### src/hdl/fbn_pkg.sv
// Constants and types for the feature negotiation controller
package fbn_pkg;
	// Feature vector width and bit positions
	localparam int FEAT_W     = 64;
	localparam int B_INDIRECT = 28;
	localparam int B_EVIDX    = 29;
	localparam int B_VER1     = 32;
	localparam int B_PLAT     = 33;
	localparam int B_PACKED   = 34;
	localparam int B_INORD    = 35;
	localparam int B_ORDPLAT  = 36;
	localparam int B_SRIOV    = 37;
	localparam int B_NDATA    = 38;
	// Register byte offsets
	localparam int        ADR_W     = 6;
	localparam logic [5:0] A_CTRL    = 6'h00;
	localparam logic [5:0] A_STAT    = 6'h04;
	localparam logic [5:0] A_WANT_LO = 6'h08;
	localparam logic [5:0] A_WANT_HI = 6'h0C;
	localparam logic [5:0] A_OFF_LO  = 6'h10;
	localparam logic [5:0] A_OFF_HI  = 6'h14;
	localparam logic [5:0] A_NEG_LO  = 6'h18;
	localparam logic [5:0] A_NEG_HI  = 6'h1C;
	// Control register fields
	localparam int C_START = 0;
	localparam int C_PCI   = 1;
	localparam int C_XLAT  = 2;
	localparam int C_VF    = 3;
	localparam int CTRL_W  = 4;
	// Status register fields
	localparam int S_BUSY  = 0;
	localparam int S_DONE  = 1;
	localparam int S_FAIL  = 2;
	localparam int S_VF    = 3;
	localparam int S_SRIOV = 4;
	// Reset values
	localparam logic [63:0] WANT_RST = 64'hFFFFFFFFFFFFFFFF;
	localparam logic [3:0]  CTRL_RST = 4'h0;
	// Negotiation states
	typedef enum logic [3:0] {
		ST_IDLE = 4'h1,
		ST_WAIT = 4'h2,
		ST_DONE = 4'h4,
		ST_FAIL = 4'h8
	} fbn_state_t;
endpackage : fbn_pkg

### src/hdl/fbn_host.sv
// Driver-side feature negotiation controller with Wishbone register port
// Operation
// Indirect descriptors usable once bit 28 negotiated
// Event index fields used only when negotiated
// Device always offers compliance bit 32
// Driver accepts compliance bit; refuses without it
// Bit 33 marks platform-limited device memory access
// Bit 33 clear: untranslated physical addresses
// Not offered: physical only; accepted: program translation
// Device offers bit 33 when platform translates
// Bit 34 packed rings; driver accepts when offered
// Bit 35 announces in-order buffer completion
// Negotiated in-order: device returns buffers in order
// Bit 36 selects platform memory ordering
// Ordering bit: accept it, use hardware barriers
// Ordering refused: device may stop or emulate
// PCI cards offer bits 33 and 36
// Device offers bit 37 only with capability
// Never negotiate bit 37 without PCI capability
// Virtual functions only after bit 37 negotiated
// Once negotiated, virtual functions survive resets; i_rst clears the bit 37 memory here
// Bit 38 adds data to notifications
// Negotiated means offered and accepted
`timescale 1ns/10ps
module fbn_host
	import fbn_pkg::*;
(
	// Clock and reset
	input  wire logic              i_clock,
	input  wire logic              i_rst,
	// Wishbone classic slave
	input  wire logic              i_wb_cyc,
	input  wire logic              i_wb_stb,
	input  wire logic              i_wb_we,
	input  wire logic [ADR_W-1:0]  i_wb_adr,
	input  wire logic [31:0]       i_wb_dat,
	input  wire logic [3:0]        i_wb_sel,
	output logic      [31:0]       o_wb_dat,
	output logic                   o_wb_ack,
	// Device feature pins
	input  wire logic [FEAT_W-1:0] i_dev_offer,
	input  wire logic              i_dev_feat_ok,
	output logic      [FEAT_W-1:0] o_accept,
	output logic                   o_accept_valid,
	// Negotiated modes
	output logic                   o_use_indirect,
	output logic                   o_use_event_idx,
	output logic                   o_use_packed,
	output logic                   o_in_order,
	output logic                   o_hw_barriers,
	output logic                   o_notify_data,
	output logic                   o_phys_addr_only,
	output logic                   o_vf_enable
);

	// Synchroniser stages for device pins
	logic [FEAT_W-1:0] off_m;
	logic [FEAT_W-1:0] off_s;
	logic              ok_m;
	logic              ok_s;

	// Controller state
	fbn_state_t        state;
	fbn_state_t        next_state;
	logic [FEAT_W-1:0] off_lat;
	logic [FEAT_W-1:0] next_off_lat;
	logic [FEAT_W-1:0] acc;
	logic [FEAT_W-1:0] next_acc;
	logic [FEAT_W-1:0] neg;
	logic [FEAT_W-1:0] next_neg;
	logic [FEAT_W-1:0] want;
	logic [FEAT_W-1:0] next_want;
	logic [CTRL_W-1:0] ctrl;
	logic [CTRL_W-1:0] next_ctrl;
	logic              ever;
	logic              next_ever;
	logic              vf;
	logic              next_vf;
	logic              phys;
	logic              next_phys;
	logic              ack;
	logic              next_ack;
	logic [31:0]       rdat;
	logic [31:0]       next_rdat;
	logic [31:0]       rd_mux;
	logic [31:0]       stat;
	logic              req;
	logic              wr;
	logic              start;

	// Byte-lane merge for partial writes
	function automatic logic [31:0] wmerge(input logic [31:0] old, input logic [31:0] d,
		input logic [3:0] sel);
		logic [31:0] r;
		r = old;
		for (int i = 0; i < 4; i++) begin
			if (sel[i]) begin
				r[8*i +: 8] = d[8*i +: 8];
			end
		end
		return r;
	endfunction : wmerge

	// Accept vector built from the offer and software wishes
	function automatic logic [FEAT_W-1:0] calc_accept(input logic [FEAT_W-1:0] off,
		input logic [FEAT_W-1:0] w, input logic pci, input logic xlat);
		logic [FEAT_W-1:0] a;
		a = off & w;
		// compliance bit forced
		a[B_VER1] = off[B_VER1];
		// packed layout accepted
		a[B_PACKED] = off[B_PACKED];
		// platform ordering accepted
		a[B_ORDPLAT] = off[B_ORDPLAT];
		// translation only when programmed
		a[B_PLAT] = off[B_PLAT] & xlat;
		// no virtualization without capability
		a[B_SRIOV] = off[B_SRIOV] & w[B_SRIOV] & pci;
		return a;
	endfunction : calc_accept

	// Two-flop synchronisers; pins come from another domain
	always_ff @(posedge i_clock or posedge i_rst) begin
		if (i_rst) begin
			off_m <= '0;
			off_s <= '0;
			ok_m  <= 1'b0;
			ok_s  <= 1'b0;
		end else begin
			off_m <= i_dev_offer;
			off_s <= off_m;
			ok_m  <= i_dev_feat_ok;
			ok_s  <= ok_m;
		end
	end

	// Bus request decode
	assign req = i_wb_cyc & i_wb_stb;
	assign wr  = req & ack & i_wb_we;
	assign start = wr && (i_wb_adr == A_CTRL) && i_wb_sel[0] && i_wb_dat[C_START];

	// Status word
	always_comb begin
		stat          = 32'h0;
		stat[S_BUSY]  = (state == ST_WAIT);
		stat[S_DONE]  = (state == ST_DONE);
		stat[S_FAIL]  = (state == ST_FAIL);
		stat[S_VF]    = vf;
		stat[S_SRIOV] = ever;
	end

	// Read multiplexer; unmapped offsets read zero
	always_comb begin
		unique case (i_wb_adr)
			A_CTRL:    rd_mux = {28'h0, ctrl[CTRL_W-1:1], 1'b0};
			A_STAT:    rd_mux = stat;
			A_WANT_LO: rd_mux = want[31:0];
			A_WANT_HI: rd_mux = want[63:32];
			A_OFF_LO:  rd_mux = off_s[31:0];
			A_OFF_HI:  rd_mux = off_s[63:32];
			A_NEG_LO:  rd_mux = neg[31:0];
			A_NEG_HI:  rd_mux = neg[63:32];
			default:   rd_mux = 32'h0;
		endcase
	end

	// Next values: bus writes and negotiation sequence
	always_comb begin
		next_state   = state;
		next_off_lat = off_lat;
		next_acc     = acc;
		next_neg     = neg;
		next_want    = want;
		next_ctrl    = ctrl;
		next_ever    = ever;
		next_phys    = phys;
		next_ack     = 1'b0;
		next_rdat    = rdat;
		// Ack one cycle after the request, dropped the cycle after
		if (req && !ack) begin
			next_ack  = 1'b1;
			next_rdat = rd_mux;
		end
		// Writes land on the edge where the master sees ack
		if (wr) begin
			unique case (i_wb_adr)
				A_CTRL:    next_ctrl = CTRL_W'(wmerge({28'h0, ctrl}, i_wb_dat, i_wb_sel));
				A_WANT_LO: next_want[31:0] = wmerge(want[31:0], i_wb_dat, i_wb_sel);
				A_WANT_HI: next_want[63:32] = wmerge(want[63:32], i_wb_dat, i_wb_sel);
				default:   next_ctrl = ctrl;
			endcase
		end
		next_ctrl[C_START] = 1'b0;
		unique case (state)
			ST_IDLE, ST_DONE, ST_FAIL: begin
				// Start is ignored while a handshake is in flight
				if (start) begin
					next_off_lat = off_s;
					next_neg     = '0;
					// refuse device lacking compliance
					if (!off_s[B_VER1]) begin
						next_acc   = '0;
						next_state = ST_FAIL;
					end else begin
						next_acc   = calc_accept(off_s, next_want, next_ctrl[C_PCI], next_ctrl[C_XLAT]);
						next_state = ST_WAIT;
					end
				end
			end
			ST_WAIT: begin
				// Device confirms the accepted set
				if (ok_s) begin
					// negotiated is offered and accepted
					next_neg   = off_lat & acc;
					// not negotiated means physical addresses
					next_phys  = ~(off_lat[B_PLAT] & acc[B_PLAT]);
					// capability kept across later negotiations; cleared by i_rst
					next_ever  = ever | (off_lat[B_SRIOV] & acc[B_SRIOV]);
					next_state = ST_DONE;
				end
			end
			// Illegal one-hot code: back to idle rather than lock up
			default: begin
				next_state = ST_IDLE;
			end
		endcase
	end

	// virtual functions gated by completed negotiation
	always_comb begin
		next_vf = ctrl[C_VF] & ever;
	end

	// State registers
	always_ff @(posedge i_clock or posedge i_rst) begin
		if (i_rst) begin
			state   <= ST_IDLE;
			off_lat <= '0;
			acc     <= '0;
			neg     <= '0;
			want    <= WANT_RST;
			ctrl    <= CTRL_RST;
			ever    <= 1'b0;
			vf      <= 1'b0;
			phys    <= 1'b1;
			ack     <= 1'b0;
			rdat    <= 32'h0;
		end else begin
			state   <= next_state;
			off_lat <= next_off_lat;
			acc     <= next_acc;
			neg     <= next_neg;
			want    <= next_want;
			ctrl    <= next_ctrl;
			ever    <= next_ever;
			vf      <= next_vf;
			phys    <= next_phys;
			ack     <= next_ack;
			rdat    <= next_rdat;
		end
	end

	// Outputs; accept vector held stable through the handshake
	assign o_wb_ack       = ack;
	assign o_wb_dat       = rdat;
	assign o_accept       = acc;
	assign o_accept_valid = (state == ST_WAIT);
	// indirect tables after negotiation
	assign o_use_indirect   = neg[B_INDIRECT];
	// event index only when negotiated
	assign o_use_event_idx  = neg[B_EVIDX];
	// packed ring layout
	assign o_use_packed     = neg[B_PACKED];
	assign o_in_order       = neg[B_INORD];
	// hardware ordering follows the bit
	assign o_hw_barriers    = neg[B_ORDPLAT];
	// notifications carry extra data
	assign o_notify_data    = neg[B_NDATA];
	assign o_phys_addr_only = phys;
	assign o_vf_enable      = vf;
endmodule : fbn_host

### config.mk
export PLATFORM = sky130hd
export DESIGN_NAME = fbn_host
export DESIGN_NICKNAME = d
export VERILOG_FILES = /design/src/hdl/fbn_pkg.sv /design/src/hdl/fbn_host.sv
export SDC_FILE = /design/constraint.sdc
export NUM_CORES = 1
export LEC_CHECK = 0
export ABC_AREA = 1
export BUFFER_PORTS_ARGS = -buffer_cell sky130_fd_sc_hd__buf_2
export CAP_MARGIN = 10
export CORE_ASPECT_RATIO = 1.75
export CORE_MARGIN = 3
export CORE_UTILIZATION = 44
export CTS_CLUSTER_DIAMETER = 200
export DETAILED_ROUTE_END_ITERATION = 12
export SLEW_MARGIN = 10
export SYNTH_ARGS = -nofsm -noshare
export SYNTH_HDL_FRONTEND = slang
export SYNTH_SLANG_ARGS = --single-unit
export TNS_END_PERCENT = 1
### constraint.sdc
create_clock -name i_clock -period 18.3 [get_ports i_clock]
set_clock_uncertainty 0.05 [all_clocks]
set_input_delay 3.66 -clock i_clock [delete_from_list [all_inputs] [get_ports i_clock]]
set_output_delay 3.66 -clock i_clock [all_outputs]
set_load 0.05 [all_outputs]
; ---- After elaboration in Yosys (flattened, before gate mapping)
; Index checks and enable logic that the tools add are counted.
[totals]
reg_bits = 429
input_bits = 112
output_inout_bits = 106
wordCells = 79
[classes]
n_eq_ne = 13
muxes = 24
bitwise_logic = 13
n_reduce_logical = 13
[op_table]
columns = cell, count
row1 = 64-bit two-way mux, 4
row2 = 32-bit one-hot mux with 8 select lines, 1
row3 = 64-bit AND, 2
row4 = 64-bit one-hot mux with 2 select lines, 1
row5 = 32-bit two-way mux, 2
row6 = 8-bit two-way mux, 8
row7 = "6-bit by 5-bit equality test with 1-bit output, second input constant", 4
row8 = "6-bit by 4-bit equality test with 1-bit output, second input constant", 2
row9 = 4-bit two-way mux, 3
row10 = 1-bit AND, 9
row11 = 3-bit two-way mux, 3
row12 = 4-bit one-hot mux with 2 select lines, 1
row13 = "6-bit by 3-bit equality test with 1-bit output, second input constant", 1
row14 = 6-bit logical NOT, 1
row15 = 2-bit AND reduction, 3
row16 = 3-bit AND reduction, 2
row17 = "4-bit by 1-bit equality test with 1-bit output, second input constant", 1
row18 = "4-bit by 2-bit equality test with 1-bit output, second input constant", 1
row19 = "4-bit by 3-bit equality test with 1-bit output, second input constant", 1
row20 = "4-bit equality test, second input constant", 1
row21 = 1-bit logical AND, 4
row22 = 3-bit OR reduction, 1
row23 = "2-bit by 1-bit != test with 1-bit output, second input constant", 1
row24 = "2-bit != test, second input constant", 1
row25 = 5 further kinds, 5

; ---- Depth between registers and ports, before layout
; Gate-level depths: netlist of the first run.
[depth]
word_depth = 8
ltp_mapped = 11
mapped_depth_nobuf = 10

; ---- Least setup slack after synthesis of the first run
; No wires, ideal clock.
[synth_path]
kind = input to register
start = input i_wb_cyc
end = register off_lat[12]
setup_ns = 0.116
t_arrival_ns = 4.723
t_required_ns = 18.134
path_slack_ns = 13.410
stages = 9
n_path_buf = 2
cell_sequence = nand2_1 nor2_2 nand2_1 nor2_2 nand3_4 buf_2 buf_4 nand2_1 nand2_1
[synth_via]
elab_chain_len = 7
[synth_lines]
columns = item, line_no
row1 = start: declaration, fbn_host.sv:32  ; input wire logic i_wb_cyc,
row2 = 1-bit AND, fbn_host.sv:138  ; assign req = i_wb_cyc & i_wb_stb;
row3 = 1-bit AND (2 in a row), fbn_host.sv:139  ; assign wr = req & ack & i_wb_we;
row4 = 1-bit logical AND (3 in a row), fbn_host.sv:140  ; assign start = wr && (i_wb_adr == A_CTRL) && i_wb_sel[0] && i_wb_dat[C_START];
row5 = 2-bit AND reduction (no source line), n/a
row6 = end signal: assignment, fbn_host.sv:250  ; off_lat <= next_off_lat;
row7 = end: declaration, fbn_host.sv:65  ; logic [FEAT_W-1:0] off_lat;
; No other way between the ends.
; A chain may end at the register's enable or synchronous reset.

; ---- Worst setup path after layout of the first run
[layout_path]
start = input i_wb_stb
end = register acc[34] (netlist: o_accept[34])
[layout_via]
elab_chain_len = 7
[layout_lines]
columns = item, line_no
row1 = start: declaration, fbn_host.sv:33  ; input wire logic i_wb_stb,
row2 = 1-bit AND, fbn_host.sv:138
row3 = 1-bit AND (2 in a row), fbn_host.sv:139
row4 = 1-bit logical AND (3 in a row), fbn_host.sv:140
row5 = 2-bit AND reduction (no source line), n/a
row6 = end signal: assignment, fbn_host.sv:251  ; acc <= next_acc;
row7 = end: declaration, fbn_host.sv:67  ; logic [FEAT_W-1:0] acc;
; No other way between the ends.

==> results of run 1 <==
==> registers in the layout, summed over array words and instances (netlist names), 3 cells and up, named ones only <==
signal and cells:
ctrl 3, state 4, o_accept 63, off_s 64
off_m 64, want 60, off_lat 64, o_wb_dat 32
neg 64
==> synth_stat cells (all sizes together) <==
library cell / instances / share of area [%]
nand2: 781 / 18
dfrtp: 362 / 54
nand3: 185 / 5.7
nor2: 142 / 3.5
inv: 115 / 2.6
o21ai: 107 / 3.3
dfstp: 66 / 10
buf: 56 / 2.1
clkbuf: 17 / 0.38
clkinv: 3 / 0.067
nor3: 2 / 0.16
a21oi: 1 / 0.030
nand4: 1 / 0.037
o21a: 1 / 0.045
==> cell usage in the layout (no fill, tap or decap), types with 2 or more instances in the layout <==
cell	count
nand2_1	778
dfrtp_1	362
buf_2	217
nand3_1	182
nor2_1	132
inv_1	106
o21ai_0	76
dfstp_2	66
clkbuf_16	41
o21ai_1	30
buf_4	14
clkbuf_1	11
clkinv_2	9
inv_2	7
clkbuf_8	6
nor2_4	5
nor2_2	4
clkinv_1	4
nand2_2	3
inv_6	3
nand3_4	2
bufinv_16	2
==> cell families (layout without fill, tap and decap cells) <==
| group | Yosys count | in the layout | synth area share (%) |
|---|---|---|---|
| and+or+nand+nor | 1111 | 1111 | 27.0 |
| DFF | 428 | 428 | 64.5 |
| AOI/OAI and AO/OA | 109 | 109 | 3.34 |
| buffers and inverters | 191 | 423 | 5.16 |
==> cell type report <==
type | instances | area, sq um | area share [%]
sequential | 428 | 10800 | 55.6
clock inverter | 16 | 148 | 0.761
tap | 475 | 594 | 3.06
timing repair buffer | 231 | 1190 | 6.14
clock buffer | 58 | 1150 | 5.92
inverter | 118 | 450 | 2.32
multi-input combinational | 1220 | 5080 | 26.2
==> through the flow <==
step / utilization [%] / total power [mW] / hold WS (ns) / instances
3_5_place_dp: 48.8 / 1.10 / 0.285 / 2472
3_3_place_gp: 48.8 / 1.10 / 0.282 / 2472
5_1_grt: 52.3 / 1.98 / 0.288 / 2546
4_1_cts: 52.3 / 1.94 / 0.281 / 2546
2_1_floorplan: - / 1.06 / 0.281 / 1839
6_report: 52.3 / 1.91 / 0.290 / 2546
==> metal layers <==
layer / wire length (microns) / vias to the layer above / GRT usage (%)
met5: 0 / - / 0
met4: 2060 / 0 / 10.3
met3: 2680 / 108 / 3.11
met2: 25800 / 422 / 43.3
met1: 18600 / 6334 / 28.9
li1: - / 6115 / -
==> how the worst max path moves through the flow <==
| stage | end | slack (ns) |
|---|---|---|
| 2_1_floorplan | ctrl[1] | 2.78 |
| 3_3_place_gp | o_accept[34] | 11.38 |
| 3_5_place_dp | o_accept[34] | 11.29 |
| 4_1_cts | o_accept[34] | 11.88 |
| 5_1_grt | o_accept[34] | 11.59 |
| 6_report | o_accept[34] | 11.82 |
==> power breakdown <==
part	leakage (nW)	internal, mW	switching [mW]
Clock	0.643	0.469	0.363
Sequential	5.44	0.968	0.0118
Combinational	4.37	0.0201	0.0831
==> worst max-delay path: stages <==
cell and delay [ns]:
buf_2 0.08, nand2_1 0.12, nor2_2 0.29, nand2_1 0.14, nor2_2 0.16, nand3_4 0.07, buf_4 0.41, buf_4 0.54
nor2_8 0.92, inv_1 0.21, o21ai_1 0.18
==> results.md, run 1 <==
* Status: complete, no violations
* Final count of hold timing violations at 0
* Number of synthesized register bits at 428
* IO Count at ~220
* Setup WS post-layout at about 12 ns
* CTS tree: yes
* Hold Path Depth at 0
* Worst flop-to-flop path startpoint: state[0]
* Worst slew pin tran at approximately 1.3 ns
* Crit path launch type: input pin
* # fillers at 3475
* Vias in the first global route at approximately 13k
* Element type at the critical path end: flop
* CP Data Required Time at 18.73 ns
* Synth-to-layout area growth at 16.1%
* Worst hold path class: reg -> reg
* Fin crit period at ~6.5 ns
* R2R cell count at 9
* Post-CTS resize count at 0
* Mean Syn Cell Area at 9.09 sq um
* RR Endpoint: off_lat[8]
* Ant diodes at 0
* First-pass GRT wire length at 76.6 mm
* Post-synth cell types at 27
* Endpoints failing setup at 0
* H-tree depth at 2
* Share of cells above drive strength 1 at 18.7%
* Hold EP: off_s[28]
* DRT Pass-1 Iters at 5
* Max Fclk at between 0.15 and 0.2 GHz
* Slew Viols, Final at 0
* Post-CTS setup buffers at 0
* Via-to-Cell Ratio at 5.10
* Number of antenna violations at the first check in global routing at 0
* Area of the mapped netlist at between 0.015 and 0.02 sq mm
* RD Place Congestion at between 0.8 and 0.9
* Post-place setup slack at 11.29 ns
* Clk buf depth at 3
* Cts hold-fix bufs at 0
* Cells after Synth at approximately 1.8k
* Crit-path max FO at ~90
* Die ar. at just over 0.04 sq mm
* TritonCTS buffer count at 40
* Seq/Total Area, Yosys at 64.5%
* Critical path arrival at ~7 ns
* Max-cap viol count at 0
* Dpl hpwl at about 31 mm
* WL final at roughly 49 mm
* DR DRC count at 0
* GRT overflow at 0
* Relative slew slack at between 10% and 20%
* Power Density at 98.6 mW/mm^2
* Row cnt at 93
* Final antenna-violating net count at 0
* Net Count, Synth at between 1.5k and 2k
* Largest net degree at the start of global routing at roughly 150
* Final Cell Area at 0.0194 sq mm
* Clock sink total at approximately 430
* Period utilization at a little over a third
* Placed Area at ~0.018 sq mm
* Port-buffer cells at between 200 and 250
* R2R setup slack at roughly 15 ns
* Final TNS setup at 0 ns
* RSZ-0062 raised after global routing: false
* Core Area at ~0.037 sq mm
* Vias at around 13k
* Initial DRC Count at 827
* Wire length per cell at about 19 microns
* Hold path startpoint: off_m[28]
* Later-pin clock latency in the skew report at roughly 0.55 ns
* Critical Path Source: i_wb_stb
* Clock root buffer: clkbuf_16
* Worst Path Class, Setup: in -> reg
* GR Util All Layers at 24.1%
* Clock transition at path regs at roughly 0.06 ns
* Worst vdd ir at between 0.07 and 0.08 mV
* Final nets at about 2.2k
* YS warnings at 0
* Initial Util at roughly 45%
* DIE WIDTH at between 150 and 200 microns
* Leak at approximately 10 nW
* Chip height at 264 microns
No activity file was read; power rests on OpenSTA's default activity.
==> run 2, diff against run 1 <==
--- a/config.mk
+++ b/config.mk
@@ -13,6 +13,7 @@
 export CORE_UTILIZATION = 44
 export CTS_CLUSTER_DIAMETER = 200
 export DETAILED_ROUTE_END_ITERATION = 12
+export PLACE_DENSITY = 0.66
 export SLEW_MARGIN = 10
 export SYNTH_ARGS = -nofsm -noshare
 export SYNTH_HDL_FRONTEND = slang
==> constraint.sdc (replaced) <==
create_clock -name i_clock -period 5.4 [get_ports i_clock]
set_clock_uncertainty 0.05 [all_clocks]
set_input_delay 1.08 -clock i_clock [delete_from_list [all_inputs] [get_ports i_clock]]
set_output_delay 1.08 -clock i_clock [all_outputs]
set_load 0.05 [all_outputs]
==> run 2 against run 1 <==
  * Non-clock buffer count rose by 2
  * First-iteration DRC count rose by 11%
  * Global-route usage fell by 0.32 points
  * Critical path depth did not move
  * Final area rose by 0.91%
  * Combinational power rose to 3.4 times the previous value
  * Sequential share of layout area fell by 0.50 points
  * Clock-buffer cell count fell by 6
  * Die area did not move
  * Routed wire length rose by 0.21%
  * Critical endpoint is now off_lat[29]
  * Largest power group unchanged
==> results.md, run 2 (synthesis results as in run 1) <==
* Leak at 10.5 nW
* Endpoints failing setup at 0
* Ant diodes at 0
* Post-CTS resize count at 0
* Later-pin clock latency in the skew report at between 0.5 and 0.6 ns
* First-pass GRT wire length at approximately 76 mm
* Element type at the critical path end: flop
* Wire length per cell at around 19 microns
* Worst vdd ir at about 0.25 mV
* Power Density at 344 mW/mm^2
* Non-Filler Instances at about 2.5k
* # fillers at ~3.4k
* H-tree depth at 2
* Worst hold path class: reg -> reg
* CTS tree: yes
* DRT Pass-1 Iters at 5
* R2R cell count at 9
* Final core utilization at between 50% and 60%
* Synth-to-layout area growth at 17.1%
* Dpl hpwl at 31.3 mm
* GR Util All Layers at a little under a quarter
* TritonCTS buffer count at 40
* CP Data Required Time at roughly 5.8 ns
* Slew Viols, Final at 0
* Fin crit period at about 3.4 ns
* Post-CTS setup buffers at 0
* Final antenna-violating net count at 0
* RD Place Congestion at about 0.91
* Period utilization at a little under two thirds
* Max Fclk at just under 0.3 GHz
* Crit path launch type: input pin
* Worst flop-to-flop path startpoint: state[0]
* Via-to-Cell Ratio at about 5.2
* Max-cap viol count at 0
* Largest net degree at the start of global routing at approximately 160
* Core Area at approximately 0.037 sq mm
* Row cnt at 93
* Initial DRC Count at ~900
* RSZ-0062 raised after global routing: false
* Vias in the first global route at around 14k
* Worst Path Class, Setup: in -> reg
* Final nets at 2153
* Vias at around 13k
* Die ar. at ~0.040 sq mm
* Initial Util at 45.0%
* Clk buf depth at 3
* Cts hold-fix bufs at 0
* Placed insts at about 2.5k
* Chip height at approximately 260 microns
* GRT overflow at 0
* Status: complete, no violations
* Leading cell type in the layout, fill and taps excluded: nand2_1
* Critical path arrival at 3.87 ns
* Worst slew pin tran at 1.23 ns
* Commonest non-fill, non-tap cells in the layout: nand2_1, dfrtp_1, buf_2, nand3_1, nor2_1
* Relative slew slack at 18.0%
* DIE WIDTH at about 150 microns
* Hold path startpoint: off_m[36]
* IO Count at 218
* Port-buffer cells at 217
* Critical Path Source: i_wb_cyc
* Crit-path max FO at 84
* DR DRC count at 0
* Total Power at 6.73 mW
* WL final at 49.2 mm
* Clock root buffer: clkbuf_16
* Number of antenna violations at the first check in global routing at 0
* Hold Path Depth at 0
* Clock sink total at approximately 430
* Clock transition at path regs at 0.07 ns
* Final count of hold timing violations at 0
* Share of cells above drive strength 1 at about a fifth
run 2: cell types whose count changed in the layout (fill, tap and decap cells not counted), moves of 2 or more:
cell,delta
clkbuf_1,-6
bufinv_16,+5
buf_12,+3
inv_1,+2
run 2: cell type report:
| class | count | area, sq um | share of cell area (%) |
|---|---|---|---|
| sequential | 428 | 10800 | 55.1 |
| inverter | 118 | 447 | 2.28 |
| tap | 475 | 594 | 3.03 |
| clock inverter | 21 | 298 | 1.52 |
| clock buffer | 52 | 1130 | 5.76 |
| timing repair buffer | 233 | 1240 | 6.35 |
| multi-input combinational | 1220 | 5080 | 26.0 |
run 2: worst max-delay path: stages:
cell and delay (ns):
buf_2 0.08, nand2_1 0.13, nor2_2 0.35, nand2_1 0.17
nor2_2 0.17, nand3_4 0.13, buf_4 0.42, inv_1 0.59
buf_4 0.49, nand2_1 0.10, nand2_1 0.08
run 2: per-layer routing:
metal	global-route usage, %	vias up	wire length (microns)
li1	-	6113	-
met1	28.7	6484	18800
met2	42.6	501	25400
met3	3.36	122	2800
met4	9.75	0	2180
met5	0	-	0
run 2: power breakdown:
group	switching (mW)	internal, mW	total, mW
Combinational	0.277	0.0709	0.348
Clock	1.25	1.82	3.07
Sequential	0.0404	3.28	3.32
run 2: final timing paths:
path                                    end  slack, ns
worst max-delay path            off_lat[29]       1.97
worst min-delay path              off_s[36]       0.29
worst max register to register  off_lat[29]       2.20
worst min register to register    off_s[36]       0.29
max in group asynchronous           ctrl[1]       3.35
min in group asynchronous         off_m[15]       0.63
run 2: metrics by stage:
stage               instance area [sq um]  hold slack [ns]  worst slack [ns]  TNS, ns
finish                              19600            0.291              1.97        0
global placement                    18200            0.281              1.46        0
floorplan                           16700            0.281             -1.45  -526.17
CTS                                 19600            0.295              2.01        0
detailed placement                  18200            0.285              1.45        0
global route                        19600            0.303              1.79        0
==> run 3, diff against run 2 <==
==> constraint.sdc (replaced) <==
create_clock -name i_clock -period 2.76 [get_ports i_clock]
set_clock_uncertainty 0.05 [all_clocks]
set_input_delay 0.552 -clock i_clock [delete_from_list [all_inputs] [get_ports i_clock]]
set_output_delay 0.552 -clock i_clock [all_outputs]
set_load 0.05 [all_outputs]
==> run 3 against run 2 <==
  * Worst hold slack worse by 0.23 ns
  * Combinational power increased by 110%
  * Sequential cell count is the same
  * Critical path depth is 7 lower
  * Via count hardly changed
  * Register-to-register slack worse by 1.6 ns
  * Largest power group unchanged
  * Clock power rose by 110%
==> results.md, run 3 (synthesis results as in run 1) <==
* Final TNS setup at 0 ns
* WL final at 48.6 mm
* Die ar. at about 0.040 sq mm
* Post-place setup slack at approximately 0.43 ns
* DR DRC count at 0
* Vias at around 13k
* CP Data Required Time at between 2 and 2.5 ns
* Power Density at 677 mW/mm^2
* Total Power at roughly 14 mW
* Synth-to-layout area growth at 19.9%
* GR Util All Layers at a little under a quarter
* Fin crit period at ~2.3 ns
* IO Count at 218
* Critical path arrival at 1.67 ns
* Crit-path max FO at 4
* Via-to-Cell Ratio at just over 5
* Top delay family on crit path: flip-flops
* DIE WIDTH at approximately 150 microns
* Final nets at 2183
* Clk buf depth at 3
* Initial DRC Count at 966
* Leading cell type in the layout, fill and taps excluded: nand2_1
* # fillers at around 3.3k
* GRT overflow at 0
* Hold Slack at around 0.058 ns
* Worst flop-to-flop path startpoint: state[0]
* DRT Pass-1 Iters at 7
* Worst Path Buf+Inv at 2
* Share of cells above drive strength 1 at 20.0%
* Placed Area at ~0.019 sq mm
* Initial Util at a little under half
* Wire length per cell at between 15 and 20 microns
* Number of antenna violations at the first check in global routing at 0
* Later-pin clock latency in the skew report at ~0.54 ns
* Relative slew slack at a little under three fifths
* Hold path startpoint: i_dev_offer[27]
* Clock root buffer: clkbuf_16
* R2R setup slack at 0.61 ns
* H-tree depth at 2
* RD Place Congestion at 0.892
* Chip height at approximately 260 microns
* RSZ-0062 raised after global routing: false
* First-pass GRT wire length at 75.3 mm
* Port-buffer cells at 217
* Period utilization at 82.4%
* Endpoints failing setup at 0
* R2R cell count at 8
* Hold EP: off_m[27]
* Ant diodes at 0
* Clock transition at path regs at around 0.070 ns
* Final Cell Area at 0.0201 sq mm
* Worst vdd ir at 0.570 mV
* Core Area at roughly 0.037 sq mm
* RR Endpoint: off_lat[39]
* Max-cap viol count at 0
* Hold Path Depth at 1
* Worst slew pin tran at about 0.64 ns
* Max Fclk at around 0.44 GHz
* Commonest non-fill, non-tap cells in the layout: nand2_1, dfrtp_1, buf_2, nand3_1, nor2_1
* Setup WS post-layout at about 0.48 ns
* Element type at the critical path end: primary output
* Final count of hold timing violations at 0
* Worst Path Class, Setup: reg -> out
* Row cnt at 93
* CP cell instances: nor2_1 -> nand3_1 -> inv_1 -> buf_2
* Dpl hpwl at ~33 mm
* Leak at between 10 and 15 nW
* Critical path's largest stage delay at 0.41 ns
* Vias in the first global route at 13.6k
* Worst hold path class: in -> reg
* Area of the multi-input gates at a little over 0.005 sq mm
* Post-CTS resize count at 0
* Status: complete, no violations
* Final antenna-violating net count at 0
* Final core utilization at roughly 54%
* Non-Filler Instances at 2578
* Largest net degree at the start of global routing at about 120
* Slew Viols, Final at 0
* CTS tree: yes
* Crit path launch type: flop
* Slowest-stage cell, CP: dfrtp_1
* Clock sink total at ~430
* Placed insts at ~2.5k
* Register area at 0.0108 sq mm
* TritonCTS buffer count at 40
==> run 3: changes by cell type in the layout (fill, tap and decap cells not counted) <==
cell / delta
clkbuf_1: +3
clkinv_4: -2
clkinvlp_4: -1
clkinv_2: -7
dlygate4sd3_1: +1
bufinv_16: +3
inv_8: +2
buf_4: +18
clkbuf_8: +3
buf_12: +11
==> run 3: what timing repair did <==
item	4_1_cts	5_1_grt
hold endpoints to repair	6	0
buffers inserted	0	0
hold buffers	1	0
==> run 3: worst max-delay path by stage <==
stage           startpoint             end  slack, ns  cells after the start
6_report          state[2]  o_accept_valid       0.48                      4
5_1_grt           state[2]  o_accept_valid       0.39                      4
4_1_cts           state[2]  o_accept_valid       0.46                      4
3_5_place_dp   i_wb_adr[5]    o_accept[51]       0.43                      9
3_3_place_gp   i_wb_adr[5]    o_accept[37]       0.42                      9
2_1_floorplan        i_rst         ctrl[1]      -3.57                      1
==> run 3: where the power goes <==
part           internal [mW]  switching, mW
registers               6.42         0.0772
logic                  0.181          0.558
clock network           3.93           2.41
total                   10.5           3.04
==> run 3: layer usage <==
layer  routed length (microns)  global-route usage (%)  vias up
met5                         0                       0        -
met3                      2700                    3.07      131
met4                      2580                    11.4        0
li1                          -                       -     6175
met1                     18500                    28.8     6444
met2                     24800                    41.6      474
==> run 3: final cells by class <==
class | instances | area share (%)
inverter | 118 | 2.23
sequential | 428 | 53.8
timing repair buffer | 263 | 8.02
clock buffer | 58 | 5.88
tap | 475 | 2.96
clock inverter | 16 | 1.75
multi-input combinational | 1220 | 25.3
